### src/hw/uib_consts.vh
// Constants for the USB IN endpoint bank manager.
// Included by the bank manager and its APB register slave.
`ifndef UIB_CONSTS_VH
`define UIB_CONSTS_VH
// Register byte offsets.
`define UIB_OFF_STATUS 12'h000
`define UIB_OFF_MASK 12'h004
`define UIB_OFF_MASK_SET 12'h008
`define UIB_OFF_DISABLE 12'h00c
`define UIB_OFF_FIFO 12'h010
`define UIB_OFF_CFG 12'h014
`define UIB_OFF_IRQ_STAT 12'h018
`define UIB_OFF_IRQ_MASK 12'h01c
// Status register field positions.
`define UIB_BIT_FREE 0
`define UIB_BIT_OWNED 1
`define UIB_BIT_WRITABLE 2
`define UIB_BIT_CFGD 3
`define UIB_POS_CUR 4
`define UIB_POS_BYTES 8
// Disable/clear register bits.
`define UIB_BIT_FREE_CLR 0
`define UIB_BIT_HANDOVER_CLR 1
`define UIB_BIT_IRQ_EN 0
// Config register fields.
`define UIB_BIT_CFG_EN 0
`define UIB_BIT_CFG_TWO 1
// Event status bits.
`define UIB_EV_FREE 0
`define UIB_EV_SENT 1
`define UIB_EV_NAK 2
// Sizes and reset values.
`define UIB_BANK_BYTES 64
`define UIB_BANKS 2
`define UIB_RST_ZERO 32'h0000_0000
`endif

### src/hw/uib_bank_mem.v
// Two bank packet store with a byte write port and a byte read port.
// The caller may read and write one bank in one cycle; a read of the written address gets the old byte.
`timescale 1ns/100ps
`include "uib_consts.vh"
module uib_bank_mem (
  // Clock.
  input wire core_clk,
  // Write port.
  input wire wr_en,
  input wire wr_bank,
  input wire [5:0] wr_addr,
  input wire [7:0] wr_data,
  // Read port.
  input wire rd_bank,
  input wire [5:0] rd_addr,
  output reg [7:0] rd_data
);
  reg [7:0] mem [0:`UIB_BANKS*`UIB_BANK_BYTES-1];

  always @(posedge core_clk) begin
    if (wr_en) begin
      mem[{wr_bank, wr_addr}] <= wr_data;
    end
    rd_data <= mem[{rd_bank, rd_addr}];
  end
endmodule

### src/hw/uib_in_endpoint.v
// USB device IN endpoint bank manager with an APB register slave.
// Assumes a packet engine on core_clk that raises in_req_pulse per IN token.
// Function
// - Packets leave only in answer to an IN request from the host.
// - A free current bank sets the free flag and ownership bit together.
// - The endpoint interrupt is high while free flag and its enable are set.
// - Writing the free-flag clear bit clears the flag and leaves the FIFO.
// - The handover clear bit drops ownership and readies the bank to send.
// - With two banks the handover moves on and flags show the next bank.
// - The writable flag is held while the current bank is software owned and not full.
`timescale 1ns/100ps
`include "uib_consts.vh"
module uib_in_endpoint (
  // Clock and reset.
  input wire core_clk,
  input wire arst_n,
  // APB slave.
  input wire psel,
  input wire penable,
  input wire pwrite,
  input wire [11:0] paddr,
  input wire [31:0] pwdata,
  output wire pready,
  output reg [31:0] prdata,
  output wire pslverr,
  // Packet engine side.
  input wire in_req_pulse,
  input wire tx_byte_ready,
  output wire tx_nak_pulse,
  output reg tx_valid,
  output reg [7:0] tx_data,
  output reg tx_last,
  // Interrupts.
  output wire endpoint_interrupt,
  output wire irq
);
  localparam ST_IDLE = 3'b001;
  localparam ST_LOAD = 3'b010;
  localparam ST_SEND = 3'b100;

  reg [2:0] state_r;
  reg cfg_en_r;
  reg cfg_two_r;
  reg in_bank_free_flag_r;
  reg in_free_irq_enable_r;
  reg cur_bank_r;
  reg tx_bank_r;
  reg [1:0] ready_r;
  reg [6:0] count_r [0:1];
  reg [5:0] rd_ptr_r;
  reg [6:0] tx_len_r;
  reg [2:0] ev_stat_r;
  reg [2:0] ev_mask_r;
  reg sent_done;
  reg [2:0] ev_set;
  wire [7:0] mem_rd;
  wire wr_cyc;
  wire rd_cyc;
  wire bank_software_owned;
  wire bank_writable_flag;
  wire fifo_wr;
  wire free_clr;
  wire handover_clr;
  wire nak;
  wire start_send;
  wire [6:0] cur_count;

  assign pready = 1'b1;
  assign pslverr = 1'b0;
  assign wr_cyc = psel & penable & pwrite;
  assign rd_cyc = psel & penable & ~pwrite;
  assign cur_count = count_r[cur_bank_r];
  // The current bank is software owned while not yet handed to the engine.
  assign bank_software_owned = cfg_en_r & ~ready_r[cur_bank_r];
  assign bank_writable_flag = bank_software_owned &
    (cur_count < `UIB_BANK_BYTES);
  assign fifo_wr = wr_cyc & (paddr == `UIB_OFF_FIFO) &
    bank_writable_flag;
  assign free_clr = wr_cyc & (paddr == `UIB_OFF_DISABLE) &
    pwdata[`UIB_BIT_FREE_CLR];
  // Handover is only honoured after the free flag is acknowledged.
  assign handover_clr = wr_cyc & (paddr == `UIB_OFF_DISABLE) &
    pwdata[`UIB_BIT_HANDOVER_CLR] & bank_software_owned &
    ~(in_bank_free_flag_r & ~free_clr);
  assign start_send = (state_r == ST_IDLE) & in_req_pulse &
    cfg_en_r & ready_r[tx_bank_r];
  assign nak = (state_r == ST_IDLE) & in_req_pulse &
    ~(cfg_en_r & ready_r[tx_bank_r]);
  assign tx_nak_pulse = nak;
  assign endpoint_interrupt = in_bank_free_flag_r &
    in_free_irq_enable_r;
  assign irq = |(ev_stat_r & ev_mask_r);

  uib_bank_mem u_mem (
    .core_clk(core_clk),
    .wr_en(fifo_wr),
    .wr_bank(cur_bank_r),
    .wr_addr(cur_count[5:0]),
    .wr_data(pwdata[7:0]),
    .rd_bank(tx_bank_r),
    .rd_addr(rd_ptr_r),
    .rd_data(mem_rd)
  );

  always @* begin
    sent_done = (state_r == ST_SEND) & tx_valid & tx_ready_ok(tx_last);
    ev_set = 3'b000;
    ev_set[`UIB_EV_SENT] = sent_done;
    ev_set[`UIB_EV_NAK] = nak;
  end

  function tx_ready_ok;
    input last;
    begin
      tx_ready_ok = tx_byte_ready & last;
    end
  endfunction

  // Software side of the bank state: free flag, fill counts, current bank.
  always @(posedge core_clk or negedge arst_n) begin
    if (!arst_n) begin
      cfg_en_r <= 1'b0;
      cfg_two_r <= 1'b0;
      in_bank_free_flag_r <= 1'b0;
      in_free_irq_enable_r <= 1'b0;
      cur_bank_r <= 1'b0;
      count_r[0] <= 7'h00;
      count_r[1] <= 7'h00;
      ready_r <= 2'b00;
      ev_stat_r <= 3'h0;
      ev_mask_r <= 3'h0;
    end else begin
      if (wr_cyc & (paddr == `UIB_OFF_CFG)) begin
        cfg_en_r <= pwdata[`UIB_BIT_CFG_EN];
        cfg_two_r <= pwdata[`UIB_BIT_CFG_TWO];
        in_bank_free_flag_r <= pwdata[`UIB_BIT_CFG_EN];
        cur_bank_r <= 1'b0;
        ready_r <= 2'b00;
        count_r[0] <= 7'h00;
        count_r[1] <= 7'h00;
      end else begin
        if (fifo_wr) begin
          count_r[cur_bank_r] <= cur_count + 7'h01;
        end
        if (handover_clr) begin
          ready_r[cur_bank_r] <= 1'b1;
          if (cfg_two_r) begin
            cur_bank_r <= ~cur_bank_r;
            // The next bank's own state decides the free flag.
            // A bank that finishes sending now is free as well.
            in_bank_free_flag_r <= ~ready_r[~cur_bank_r] |
              (sent_done & (tx_bank_r == ~cur_bank_r));
          end else begin
            in_bank_free_flag_r <= 1'b0;
          end
        end else if (sent_done & (tx_bank_r == cur_bank_r)) begin
          // The bank just sent is free again; flag and owner rise together.
          in_bank_free_flag_r <= 1'b1;
        end else if (free_clr) begin
          in_bank_free_flag_r <= 1'b0;
        end
        if (sent_done) begin
          ready_r[tx_bank_r] <= 1'b0;
          count_r[tx_bank_r] <= 7'h00;
        end
      end
      if (wr_cyc & (paddr == `UIB_OFF_MASK_SET)) begin
        in_free_irq_enable_r <= in_free_irq_enable_r |
          pwdata[`UIB_BIT_IRQ_EN];
      end else if (wr_cyc & (paddr == `UIB_OFF_DISABLE) &
                   pwdata[`UIB_BIT_IRQ_EN + 2]) begin
        in_free_irq_enable_r <= 1'b0;
      end
      if (wr_cyc & (paddr == `UIB_OFF_IRQ_MASK)) begin
        ev_mask_r <= pwdata[2:0];
      end
      // A read clears the events, but an event in the same cycle stays.
      if (rd_cyc & (paddr == `UIB_OFF_IRQ_STAT)) begin
        ev_stat_r <= ev_set;
      end else begin
        ev_stat_r <= ev_stat_r | ev_set;
      end
      ev_stat_r[`UIB_EV_FREE] <= (rd_cyc & (paddr == `UIB_OFF_IRQ_STAT) ?
        1'b0 : ev_stat_r[`UIB_EV_FREE]) |
        (sent_done & (tx_bank_r == cur_bank_r));
    end
  end

  // Transmit engine: streams one handed-over bank per accepted IN request.
  always @(posedge core_clk or negedge arst_n) begin
    if (!arst_n) begin
      state_r <= ST_IDLE;
      tx_bank_r <= 1'b0;
      rd_ptr_r <= 6'h00;
      tx_len_r <= 7'h00;
      tx_valid <= 1'b0;
      tx_data <= 8'h00;
      tx_last <= 1'b0;
    end else begin
      case (state_r)
        ST_IDLE: begin
          tx_valid <= 1'b0;
          tx_last <= 1'b0;
          rd_ptr_r <= 6'h00;
          if (wr_cyc & (paddr == `UIB_OFF_CFG)) begin
            tx_bank_r <= 1'b0;
          end else if (start_send) begin
            tx_len_r <= count_r[tx_bank_r];
            state_r <= ST_LOAD;
          end
        end
        ST_LOAD: begin
          // Memory read latency is one cycle; zero length sends one empty
          // beat with tx_last set and no data meaning.
          tx_data <= mem_rd;
          tx_valid <= 1'b1;
          tx_last <= (tx_len_r <= 7'h01);
          rd_ptr_r <= rd_ptr_r + 6'h01;
          state_r <= ST_SEND;
        end
        ST_SEND: begin
          if (tx_byte_ready) begin
            if (tx_last) begin
              tx_valid <= 1'b0;
              tx_last <= 1'b0;
              if (cfg_two_r) begin
                tx_bank_r <= ~tx_bank_r;
              end
              state_r <= ST_IDLE;
            end else begin
              tx_valid <= 1'b0;
              state_r <= ST_LOAD;
              tx_len_r <= tx_len_r - 7'h01;
            end
          end
        end
        default: begin
          state_r <= ST_IDLE;
        end
      endcase
    end
  end

  // Read data mux.
  always @(posedge core_clk or negedge arst_n) begin
    if (!arst_n) begin
      prdata <= `UIB_RST_ZERO;
    end else if (psel & ~penable & ~pwrite) begin
      prdata <= `UIB_RST_ZERO;
      case (paddr)
        `UIB_OFF_STATUS: begin
          prdata[`UIB_BIT_FREE] <= in_bank_free_flag_r;
          prdata[`UIB_BIT_OWNED] <= bank_software_owned;
          prdata[`UIB_BIT_WRITABLE] <= bank_writable_flag;
          prdata[`UIB_BIT_CFGD] <= cfg_en_r;
          prdata[`UIB_POS_CUR] <= cur_bank_r;
          prdata[`UIB_POS_BYTES +: 7] <= cur_count;
        end
        `UIB_OFF_MASK: begin
          prdata[`UIB_BIT_IRQ_EN] <= in_free_irq_enable_r;
        end
        `UIB_OFF_CFG: begin
          prdata[1:0] <= {cfg_two_r, cfg_en_r};
        end
        `UIB_OFF_IRQ_STAT: begin
          prdata[2:0] <= ev_stat_r;
        end
        `UIB_OFF_IRQ_MASK: begin
          prdata[2:0] <= ev_mask_r;
        end
        default: begin
          prdata <= `UIB_RST_ZERO;
        end
      endcase
    end
  end
endmodule

### config.mk
export PLATFORM = sky130hd
export DESIGN_NAME = uib_in_endpoint
export DESIGN_NICKNAME = d
export VERILOG_FILES = /design/src/hw/uib_bank_mem.v /design/src/hw/uib_in_endpoint.v
export VERILOG_INCLUDE_DIRS = /design/src /design/src/hw
export SDC_FILE = /design/constraint.sdc
export NUM_CORES = 1
export LEC_CHECK = 0
export BUFFER_PORTS_ARGS = -buffer_cell sky130_fd_sc_hd__buf_2
export CORE_MARGIN = 10
export CORE_UTILIZATION = 62
export CTS_CLUSTER_DIAMETER = 120
export DETAILED_ROUTE_END_ITERATION = 6
export PLACE_DENSITY = 0.83
export SETUP_SLACK_MARGIN = 0.2
export SLEW_MARGIN = 20
export SYNTH_ARGS = -nofsm -noshare
export SYNTH_HDL_FRONTEND = slang
export SYNTH_SLANG_ARGS = --single-unit
### constraint.sdc
create_clock -name core_clk -period 3.42 [get_ports core_clk]
set_input_delay 0.342 -clock core_clk [delete_from_list [all_inputs] [get_ports core_clk]]
set_output_delay 0.342 -clock core_clk [all_outputs]
set_load 0.02 [all_outputs]
Word-level counts from Yosys, hierarchy flattened --
Memory sizes are Yosys's and may differ from the RTL's. A register that Yosys moved wholly into a read port is not among the register bits. Index checks and enable logic that the tools add are counted.
Word-level totals: bits in registers 66, RAM bits 1024, bits of input ports 51, output and inout port bits 47, logic and storage cells 189, memories 1
Operators by class: $add $sub $neg 3, $lt $le $gt $ge 11, equality and inequality tests 19, muxes and demuxes 67, bitwise gates (word level) 52, reductions and logical operators 18
Memories:
- u_mem.mem | depth 128, width 8, read ports 1, clocked after Yosys merged registers in 1, wr ports 1, line uib_bank_mem.v:18 | reg [7:0] mem [0:`UIB_BANKS*`UIB_BANK_BYTES-1];
Operators by type and width (count):
- 7-bit 2-to-1 mux | 13
- 14-bit 2-to-1 mux | 4
- 12-bit by 5-bit == test with 1-bit output (second input constant) | 4
- 1-bit AND | 31
- 1-bit 2-to-1 mux | 26
- 12-bit by 4-bit == test with 1-bit output (second input constant) | 2
- 14-bit AND | 1
- 14-bit bitwise mux | 1
- 7-bit demux with 1-bit select | 2
- 14-bit NOT | 1
- 7-bit one-hot mux with 2 select lines | 1
- 12-bit by 3-bit == test with 1-bit output (second input constant) | 1
- 12-bit logical NOT | 1
- 2-bit 2-to-1 mux | 6
- 3-bit 2-to-1 mux | 4
- 2-bit inequality test (second input constant) | 6
- 6-bit one-hot mux with 2 select lines | 1
- 5-bit AND reduction | 2
- 2-bit nonzero test | 5
- 1-bit NOT | 9
- 1-bit one-hot mux with 3 select lines | 3
- 3-bit one-hot mux with 3 select lines | 1
- 7-bit by 1-bit adder with 7-bit output (second input constant) | 1
- 7-bit by 1-bit <= comparator with 1-bit output (second input constant) | 1
- other kinds (29) | 43

Logic depth before layout (Yosys ltp) --
Gate-level depths: netlist (run 1).
depth after elaboration 13, gate-level depth with buffers 10

Hierarchy --
A second synthesis (run 1) with hierarchy kept.
Second synthesis, totals: cells, all modules 2034, area, all modules 43365.3 um^2
By module, submodules not included:
- uib_bank_mem | times used 1, cells an instance 1635, area an instance 39665.5 um^2, sequential area each 30909.6 um^2
- uib_in_endpoint | times used 1, cells an instance 399, area an instance 3699.8 um^2, sequential area each 1652.8 um^2

Worst setup path before layout (run 1) --
Ideal clock, no wire load.
kind input-to-reg, start input port paddr[11], end memory u_mem.mem[95][0] (enable), setup time 0.395 ns, data arrival time 2.364 ns, required time 3.025 ns, setup slack 0.661 ns, stages 4, path buffers 0, cells stage by stage nor4_2 -> nand4_1 -> or4_1 -> nor4_1
On the way: longest elaborated chain between the ends 5
Ends and longest elaborated chain:
- start: declaration | line uib_in_endpoint.v:21 | input wire [11:0] paddr,
- 12-bit by 5-bit == test with 1-bit output (no line)
- 1-bit AND (2 in series) | line uib_in_endpoint.v:77 | assign fifo_wr = wr_cyc & (paddr == `UIB_OFF_FIFO) &
- 1-bit 2-to-1 mux | line uib_bank_mem.v:21 | if (wr_en) begin
- 1-bit 2-to-1 mux (not written as such) | line uib_bank_mem.v:22 | mem[{wr_bank, wr_addr}] <= wr_data;
- end: declaration | line uib_bank_mem.v:18
Every way passes these cells.

Worst setup path after layout (run 1) --
start register cur_bank_r, end memory u_mem.mem[53][3] (enable)
On the way: longest elaborated chain between the ends 9, elaborated cells on any way between the ends 13
Ends and longest elaborated chain:
- start: declaration | line uib_in_endpoint.v:46 | reg cur_bank_r;
- start signal: assignment | line uib_in_endpoint.v:148 | cur_bank_r <= ~cur_bank_r;
- 1-bit NOT with 2-bit output (not written as such) | line uib_in_endpoint.v:72 | assign cur_count = count_r[cur_bank_r];
- 7-bit 2-to-1 mux (not written as such) (3 in series) | line uib_in_endpoint.v:72
- 7-bit < comparator (no line)
- 1-bit AND | line uib_in_endpoint.v:75 | assign bank_writable_flag = bank_software_owned &
- 1-bit AND | line uib_in_endpoint.v:77
- 1-bit 2-to-1 mux | line uib_bank_mem.v:21
- 1-bit 2-to-1 mux (not written as such) | line uib_bank_mem.v:22
Several ways; a longest one is shown, not always the timed one. The select of a mux whose other input is x is not followed.

==> impl_metrics.csv, run 1 <==
group,metric,value,unit
run_status,status,"finished, violations left",
run_status,violations,"design-rule violations",
finish,multiInputGateArea,10800,µm²
yosys,synthCells,2531,
clocking,clkTransAtPathRegs,0.06,ns
global_route,grtUsageMet3,0.0537,
drt,viasPerCell,6.66,
place,gp_congestion,0.885,
finish,final_layout_size_suffix_gt1_frac,0.208,
clocking,cts_buffers,103,
timing,tns,0,ns
critical_path,crit_path_end_kind,"flip-flop",
drt,ant_nets,0,
critical_path,path_max_fanout,11,
floorplan,row_count,97,
timing,min_period,3.27,ns
timing,drv_slew,0,
global_route,antenna_found_initial,5,
global_route,grt_max_degree,134,
global_route,first_global_vias,25277,
yosys,yosysWarnings,0,
place,port_buffers,51,
finish,area_delta_synth_final,12.8,%
yosys,ys_ff_latch,1098,
floorplan,fp.dieArea,82400,µm²
floorplan,start_util,0.628,
critical_path,cp_data_required_time,3.71,ns
critical_path,worstSetupPathType,"reg2reg",
clocking,cts_tree,"done",
yosys,synth_seq_area_share,0.737,
timing,finalCritPeriodShare,0.956,
drt,drc,3,
global_route,use_met2,0.406,
drt,routed_wl,105000,µm
yosys,ys_async_sr_fraction,0.0601,
clocking,cts.path.max_buffers,3,
floorplan,io_pins,98,
hold_path,hp-class,"in2reg",
timing,finalHoldViolCount,0,
global_route,grt_usage,0.255,
drt,vias,25005,
floorplan,dieWidth,287,µm
global_route,grt_pass1_wl,159000,µm
timing,slew_headroom,0.374,
run,maxCapViolations,0,
power_and_ir_drop,max-vdd-ir-drop,0.476,mV
finish,final.fill_count,4018,
yosys,synth_area,44200,µm²
finish,final_util,0.708,
global_route,grt_most_used_layer,"met2",
yosys,synth_edf_count,1024,
drt,wl_per_cell,28.1,µm
yosys,synth_top_flop_cell,"edfxtp_1",
place,post-dp-hpwl,62200,µm
critical_path,startpoint_type,"flip-flop",
timing,holdWs,0.0316,ns
drt,drtIter0Drc,3268,
power_and_ir_drop,p_leak,0.0158,µW
timing,fin_skew,0.0405,ns
clocking,clock-sinks,1098,
clocking,cts-htree-levels,3,
floorplan,die_h,287,µm
timing,worstMarginPinSlew,0.940,ns
power_and_ir_drop,powerDensity,523,nW/µm²
timing,clock.fmax,0.306,GHz
critical_path,cp.arrival,3.56,ns
timing,setup_viol_count_final,0,
floorplan,core_area,70400,µm²
drt,first_pass_iters,7,
finish,num-nets-final,2783,
clocking,insertion_delay,0.67,ns
finish,fin_area,49800,µm²
power_and_ir_drop,power,26100,µW
yosys,ys_types,56,
finish,seqCellArea,32600,µm²
timing,rsz0062_at_grt,"yes",
clocking,cts_resized,0,
global_route,use_met1,0.342,
place,placed_area,46600,µm²
yosys,syn_avg_cell_area,17.5,µm²
global_route,grt_overflow,0,
clocking,root_buffer,"clkbuf_16",
-- final timing paths --
path / endpoint / depth (start not counted) / startpoint / slack, ns
max: u_mem.mem[53][3] / 6 / cur_bank_r / 0.15
min: state_r[0] / 3 / tx_byte_ready / 0.03
max reg2reg: u_mem.mem[53][3] / 6 / cur_bank_r / 0.15
min reg2reg: tx_data[6] / 1 / u_mem.rd_data[6] / 0.48
max in group asynchronous: rd_ptr_r[3] / 2 / arst_n / 2.38
min in group asynchronous: ev_mask_r[0] / 2 / arst_n / 0.35
-- per-stage QoR --
step | std cells | setup slack, ns
2_1_floorplan | 2551 | 0.661
3_3_place_gp | 3561 | 0.465
3_5_place_dp | 3561 | 0.275
4_1_cts | 3753 | 0.268
5_1_grt | 3754 | 0.142
6_report | 3754 | 0.151
-- logic make-up (layout without fill, tap and decap cells) --
logic type / count (synthesis) / after routing / synth area share
flops: 1098 / 1098 / 0.737
simple gates: 446 / 446 / 0.0462
mux: 441 / 441 / 0.141
compound gates: 344 / 344 / 0.0503
buf+inv: 183 / 445 / 0.0213
xor+xnor: 13 / 13 / 0.00258
fa+ha+maj: 4 / 4 / 0.00113
other cells: 2 / 23 / 0.000170
-- Yosys cell counts, drive strengths merged, types with 4 or more instances --
master | instances | area [µm²]
o21ai | 29 | 145
mux4 | 144 | 3240
buf | 93 | 603
a21oi | 87 | 435
mux2 | 29 | 327
nor4 | 5 | 37.5
nand2 | 124 | 465
xnor2 | 7 | 61.3
a22oi | 131 | 983
xor2 | 6 | 52.6
a31oi | 71 | 444
nand2b | 66 | 413
nand4 | 10 | 62.6
and2 | 7 | 43.8
inv | 10 | 37.5
dfrtp | 65 | 1630
o31ai | 9 | 67.6
nor2 | 169 | 637
dfxtp | 8 | 160
mux2i | 268 | 2680
edfxtp | 1024 | 30700
nor2b | 7 | 43.8
clkbuf | 80 | 300
ha | 4 | 50.1
nor3 | 13 | 75.1
nand3 | 26 | 130
-- final cells by class --
cell class                 count  area share
timing repair buffer         245      0.0405
multi-input combinational   1270       0.217
sequential                  1098       0.654
tap                          940      0.0236
clock buffer                 133      0.0552
antenna                        1   0.0000502
clock inverter                57     0.00986
inverter                      10    0.000753
-- where the power goes --
group          total (µW)  internal [µW]  switching, µW
logic                 343           46.0            297
registers           14700          14700           9.46
clock network       11000           6220           4830
total               26100          20900           5140
-- timing repair --
action,in CTS,in global routing
hold endpoints to repair,66,0
hold buffers,2,0
endpoints found under the setup margin,0,16
buffers inserted,0,0
-- placed cells by master (no fill, tap or decap), types with 8 or more instances in the layout --
| cell type | n |
|---|---|
| clkinv_1 | 13 |
| conb_1 | 22 |
| inv_1 | 9 |
| nand3_1 | 26 |
| buf_12 | 22 |
| nand2b_1 | 66 |
| a21oi_1 | 87 |
| buf_2 | 42 |
| clkbuf_16 | 104 |
| o31ai_1 | 9 |
| dfrtp_1 | 61 |
| mux4_2 | 144 |
| mux2i_1 | 268 |
| dfxtp_1 | 8 |
| clkinv_2 | 25 |
| nand4_1 | 10 |
| clkbuf_1 | 25 |
| nor2_1 | 168 |
| a22oi_1 | 131 |
| nor3_1 | 10 |
| buf_4 | 178 |
| nand2_1 | 124 |
| mux2_2 | 29 |
| edfxtp_1 | 1024 |
| a31oi_1 | 71 |
| o21ai_0 | 27 |
-- routing by layer --
metal | up-vias | routed length [µm]
met1 | 12637 | 38800
met5 | - | 26
met2 | 1725 | 51200
met4 | 4 | 4010
li1 | 10363 | -
met3 | 276 | 11400
-- sequential cells by signal, indices dropped and copies added, names as in the netlist --
name and count:
ev_stat_r 3, ready_r 2, rd_ptr_r 6, prdata 12, cfg_two_r 1, ev_mask_r 3, u_mem.rd_data 8, tx_valid 1
cur_bank_r 1, tx_bank_r 1, u_mem.mem 1024, tx_len_r 7, state_r 3, tx_last 1, cfg_en_r 1, in_free_irq_enable_r 1
count_r 14, in_bank_free_flag_r 1, tx_data 8
-- critical path, cell delays in order, from the launching register on --
cell and delay [ns]:
dfrtp_1 0.64, nor3b_1 0.24, o21ai_1 0.19, or3_1 0.56, nor2_1 0.31, nand2_1 0.28, nor2_1 0.65
(Power assumes the default switching activity.)
==> run 2: changes to the inputs <==
- CELL_PAD_IN_SITES_DETAIL_PLACEMENT: not set -> 0
- CELL_PAD_IN_SITES_GLOBAL_PLACEMENT: not set -> 1
- CORE_UTILIZATION: 62 -> 54
==> run 2 against run 1 <==
- the flow now finishes without violations
- worst setup slack gained 0.21 ns
- combinational power shrank 3%
- via count shrank 3.7%
- clock-buffer cell count shrank 1
- sequential power is essentially flat
- clock power is essentially flat
- clock skew shrank 0.023 ns
- register-to-register slack gained 0.21 ns
- sequential cell count is the same
- non-clock buffer count shrank 3
- wire length shrank 3.0%
- maximum frequency grew 6.7%
- critical path type unchanged
- largest power group unchanged
==> impl_metrics.csv, run 2 (synthesis results as in run 1) <==
group,metric,value,unit
finish,top_regs,"u_mem.mem x1024, count_r x14, prdata x12",
power_and_ir_drop,powerDensity,518,nW/µm²
critical_path,startpoint_type,"flip-flop",
clocking,post-cts-setup-buffer-count,0,
finish,multiInputGateArea,10800,µm²
global_route,grt_pass1_wl,153000,µm
floorplan,start_util,0.547,
hold_path,hp-class,"in2reg",
power_and_ir_drop,seqPwrFrac,0.568,
critical_path,crit_path_end_kind,"flip-flop",
power_and_ir_drop,power,25900,µW
drt,drc,0,
clocking,cts_buffers,100,
clocking,clock-sinks,1098,
critical_path,path_cells,"nor3b_1, o21ai_1, or3_1, nor2_1, nand2_1, nor2_1, buf_4",
drt,drtIter0Drc,2507,
hold_path,hold_start,"paddr[2]",
timing,slew_headroom,0.346,
critical_path,rr_endpoint,"u_mem.mem[2][6]",
clocking,cts_tree,"done",
critical_path,cp.arrival,3.42,ns
finish,seqCellArea,32600,µm²
power_and_ir_drop,p_int,20900,µW
timing,rsz0062_at_grt,"no",
timing,setup_viol_count_final,0,
clocking,clkTransAtPathRegs,0.07,ns
hold_path,worstHoldEndpoint,"in_free_irq_enable_r",
hold_path,hold_depth,2,
finish,area_delta_synth_final,13.1,%
global_route,grt_usage,0.215,
global_route,antenna_found_initial,0,
floorplan,fp.dieArea,93700,µm²
finish,final_cell_mix,"edfxtp_1, mux2i_1, buf_4, nor2_1, mux4_2",
timing,clock.fmax,0.326,GHz
place,port_buffers,51,
power_and_ir_drop,p_sw_frac,0.193,
finish,num-nets-final,2777,
clocking,cts.path.max_buffers,3,
critical_path,crit_top_cell,"nor2_1",
critical_path,reg2reg_slack,0.36,ns
clocking,cts-htree-levels,3,
floorplan,dieWidth,306,µm
power_and_ir_drop,p_leak,0.0158,µW
timing,tns,0,ns
critical_path,cpPeakStageDelay,0.56,ns
global_route,grt_max_degree,120,
run,maxCapViolations,0,
finish,layout_commonest_cell,"edfxtp_1",
finish,largest_reg_flops,1024,
place,gp_congestion,0.868,
critical_path,worstSetupPathType,"reg2reg",
floorplan,io_pins,98,
drt,routed_wl,102000,µm
critical_path,reg2reg_depth,7,
run_status,status,"finished, final reports clean",
critical_path,critical_path_buf_inv_count,1,
floorplan,core_area,80800,µm²
timing,worstMarginPinSlew,0.980,ns
place,post-dp-hpwl,62500,µm
timing,drv_slew,0,
clocking,insertion_delay,0.66,ns
clocking,root_buffer,"clkbuf_16",
power_and_ir_drop,clkPwrFrac,0.419,
drt,vias,24073,
timing,finalHoldViolCount,0,
timing,finalCritPeriodShare,0.896,
floorplan,die_h,306,µm
drt,wl_per_cell,26.5,µm
power_and_ir_drop,power_frac_comb,0.013,
critical_path,r2r-start,"cur_bank_r",
finish,final_layout_size_suffix_gt1_frac,0.203,
finish,regMostFlops,"u_mem.mem",
drt,viasPerCell,6.23,
floorplan,row_count,104,
critical_path,path_delay_family,"simple AND/OR/NAND/NOR gates",
timing,fin_skew,0.0171,ns
finish,final.fill_count,5511,
drt,first_pass_iters,6,
global_route,grt_overflow,0,
global_route,first_global_vias,24309,
power_and_ir_drop,p_switching,4990,µW
critical_path,cp_data_required_time,3.77,ns
power_and_ir_drop,max-vdd-ir-drop,0.503,mV
critical_path,cp_slowest_cell,"or3_1",
critical_path,path_max_fanout,10,
timing,min_period,3.06,ns
drt,ant_nets,0,
run 2: cell count changes in the layout (fill, tap and decap cells not counted), sizes merged, moves of 2 or more:
| cell | before | now |
|---|---|---|
| clkinv | 41 | 35 |
| buf | 243 | 240 |
| clkinvlp | 4 | 1 |
| diode | 1 | 3 |
run 2: timing repair:
| action | 4_1_cts | 5_1_grt |
|---|---|---|
| hold buffers | 2 | 0 |
| gates resized for setup | 1 | 1 |
| hold endpoints to repair | 33 | 0 |
| setup endpoints to repair | 10 | 145 |
| gates cloned | 0 | 0 |
run 2: worst register-to-register path: cells and delay by family, from the launching register on:
kind            cells  cell delay, ns
compound gates      1            0.21
flops               1            0.50
buf+inv             1            0.22
simple gates        5            1.84
run 2: per-stage QoR:
stage | utilization | hold slack (ns) | worst slack (ns) | area, µm² | std cells
after global routing | 0.618 | 0.0718 | 0.214 | 50000 | 3860
after CTS | 0.618 | 0.0153 | 0.270 | 50000 | 3860
final | 0.618 | 0.0464 | 0.357 | 50000 | 3863
after global placement | 0.579 | 0.463 | 0.292 | 46800 | 3678
after floorplan | - | 0.0464 | 0.661 | 44300 | 2551
after detailed placement | 0.579 | 0.458 | 0.169 | 46800 | 3678
run 2: layer usage:
layer | vias up | part of all wire | global-route usage
li1 | 10354 | - | -
met5 | - | 0 | 0
met1 | 12395 | 0.40 | 0.294
met2 | 1146 | 0.49 | 0.352
met3 | 178 | 0.083 | 0.0359
met4 | 0 | 0.025 | 0.0652
run 2: worst max path at each step:
stage	startpoint	endpoint	slack [ns]	cells past startpoint
2_1_floorplan	paddr[11]	u_mem.mem[95][0]	0.66	4
3_3_place_gp	paddr[11]	u_mem.mem[21][6]	0.29	8
3_5_place_dp	paddr[11]	u_mem.mem[21][5]	0.17	8
4_1_cts	cur_bank_r	u_mem.mem[2][6]	0.27	7
5_1_grt	cur_bank_r	u_mem.mem[2][6]	0.21	7
6_report	cur_bank_r	u_mem.mem[2][6]	0.36	7
run 2: final cells by class:
| cell class | count | share of cell area |
|---|---|---|
| sequential | 1098 | 0.652 |
| multi-input combinational | 1270 | 0.216 |
| clock buffer | 132 | 0.0541 |
| timing repair buffer | 242 | 0.0413 |
| tap | 1060 | 0.0265 |
| clock inverter | 48 | 0.00894 |
| inverter | 10 | 0.000751 |
| antenna | 3 | 0.000150 |
run 2: power groups by stage:
stage	clock [µW]	combinational (µW)	sequential, µW
after floorplan	0	74.6	15000
after global placement	0	308	15000
after detailed placement	0	329	15000
after CTS	11000	332	14700
after global routing	11500	360	14700
final	10800	333	14700
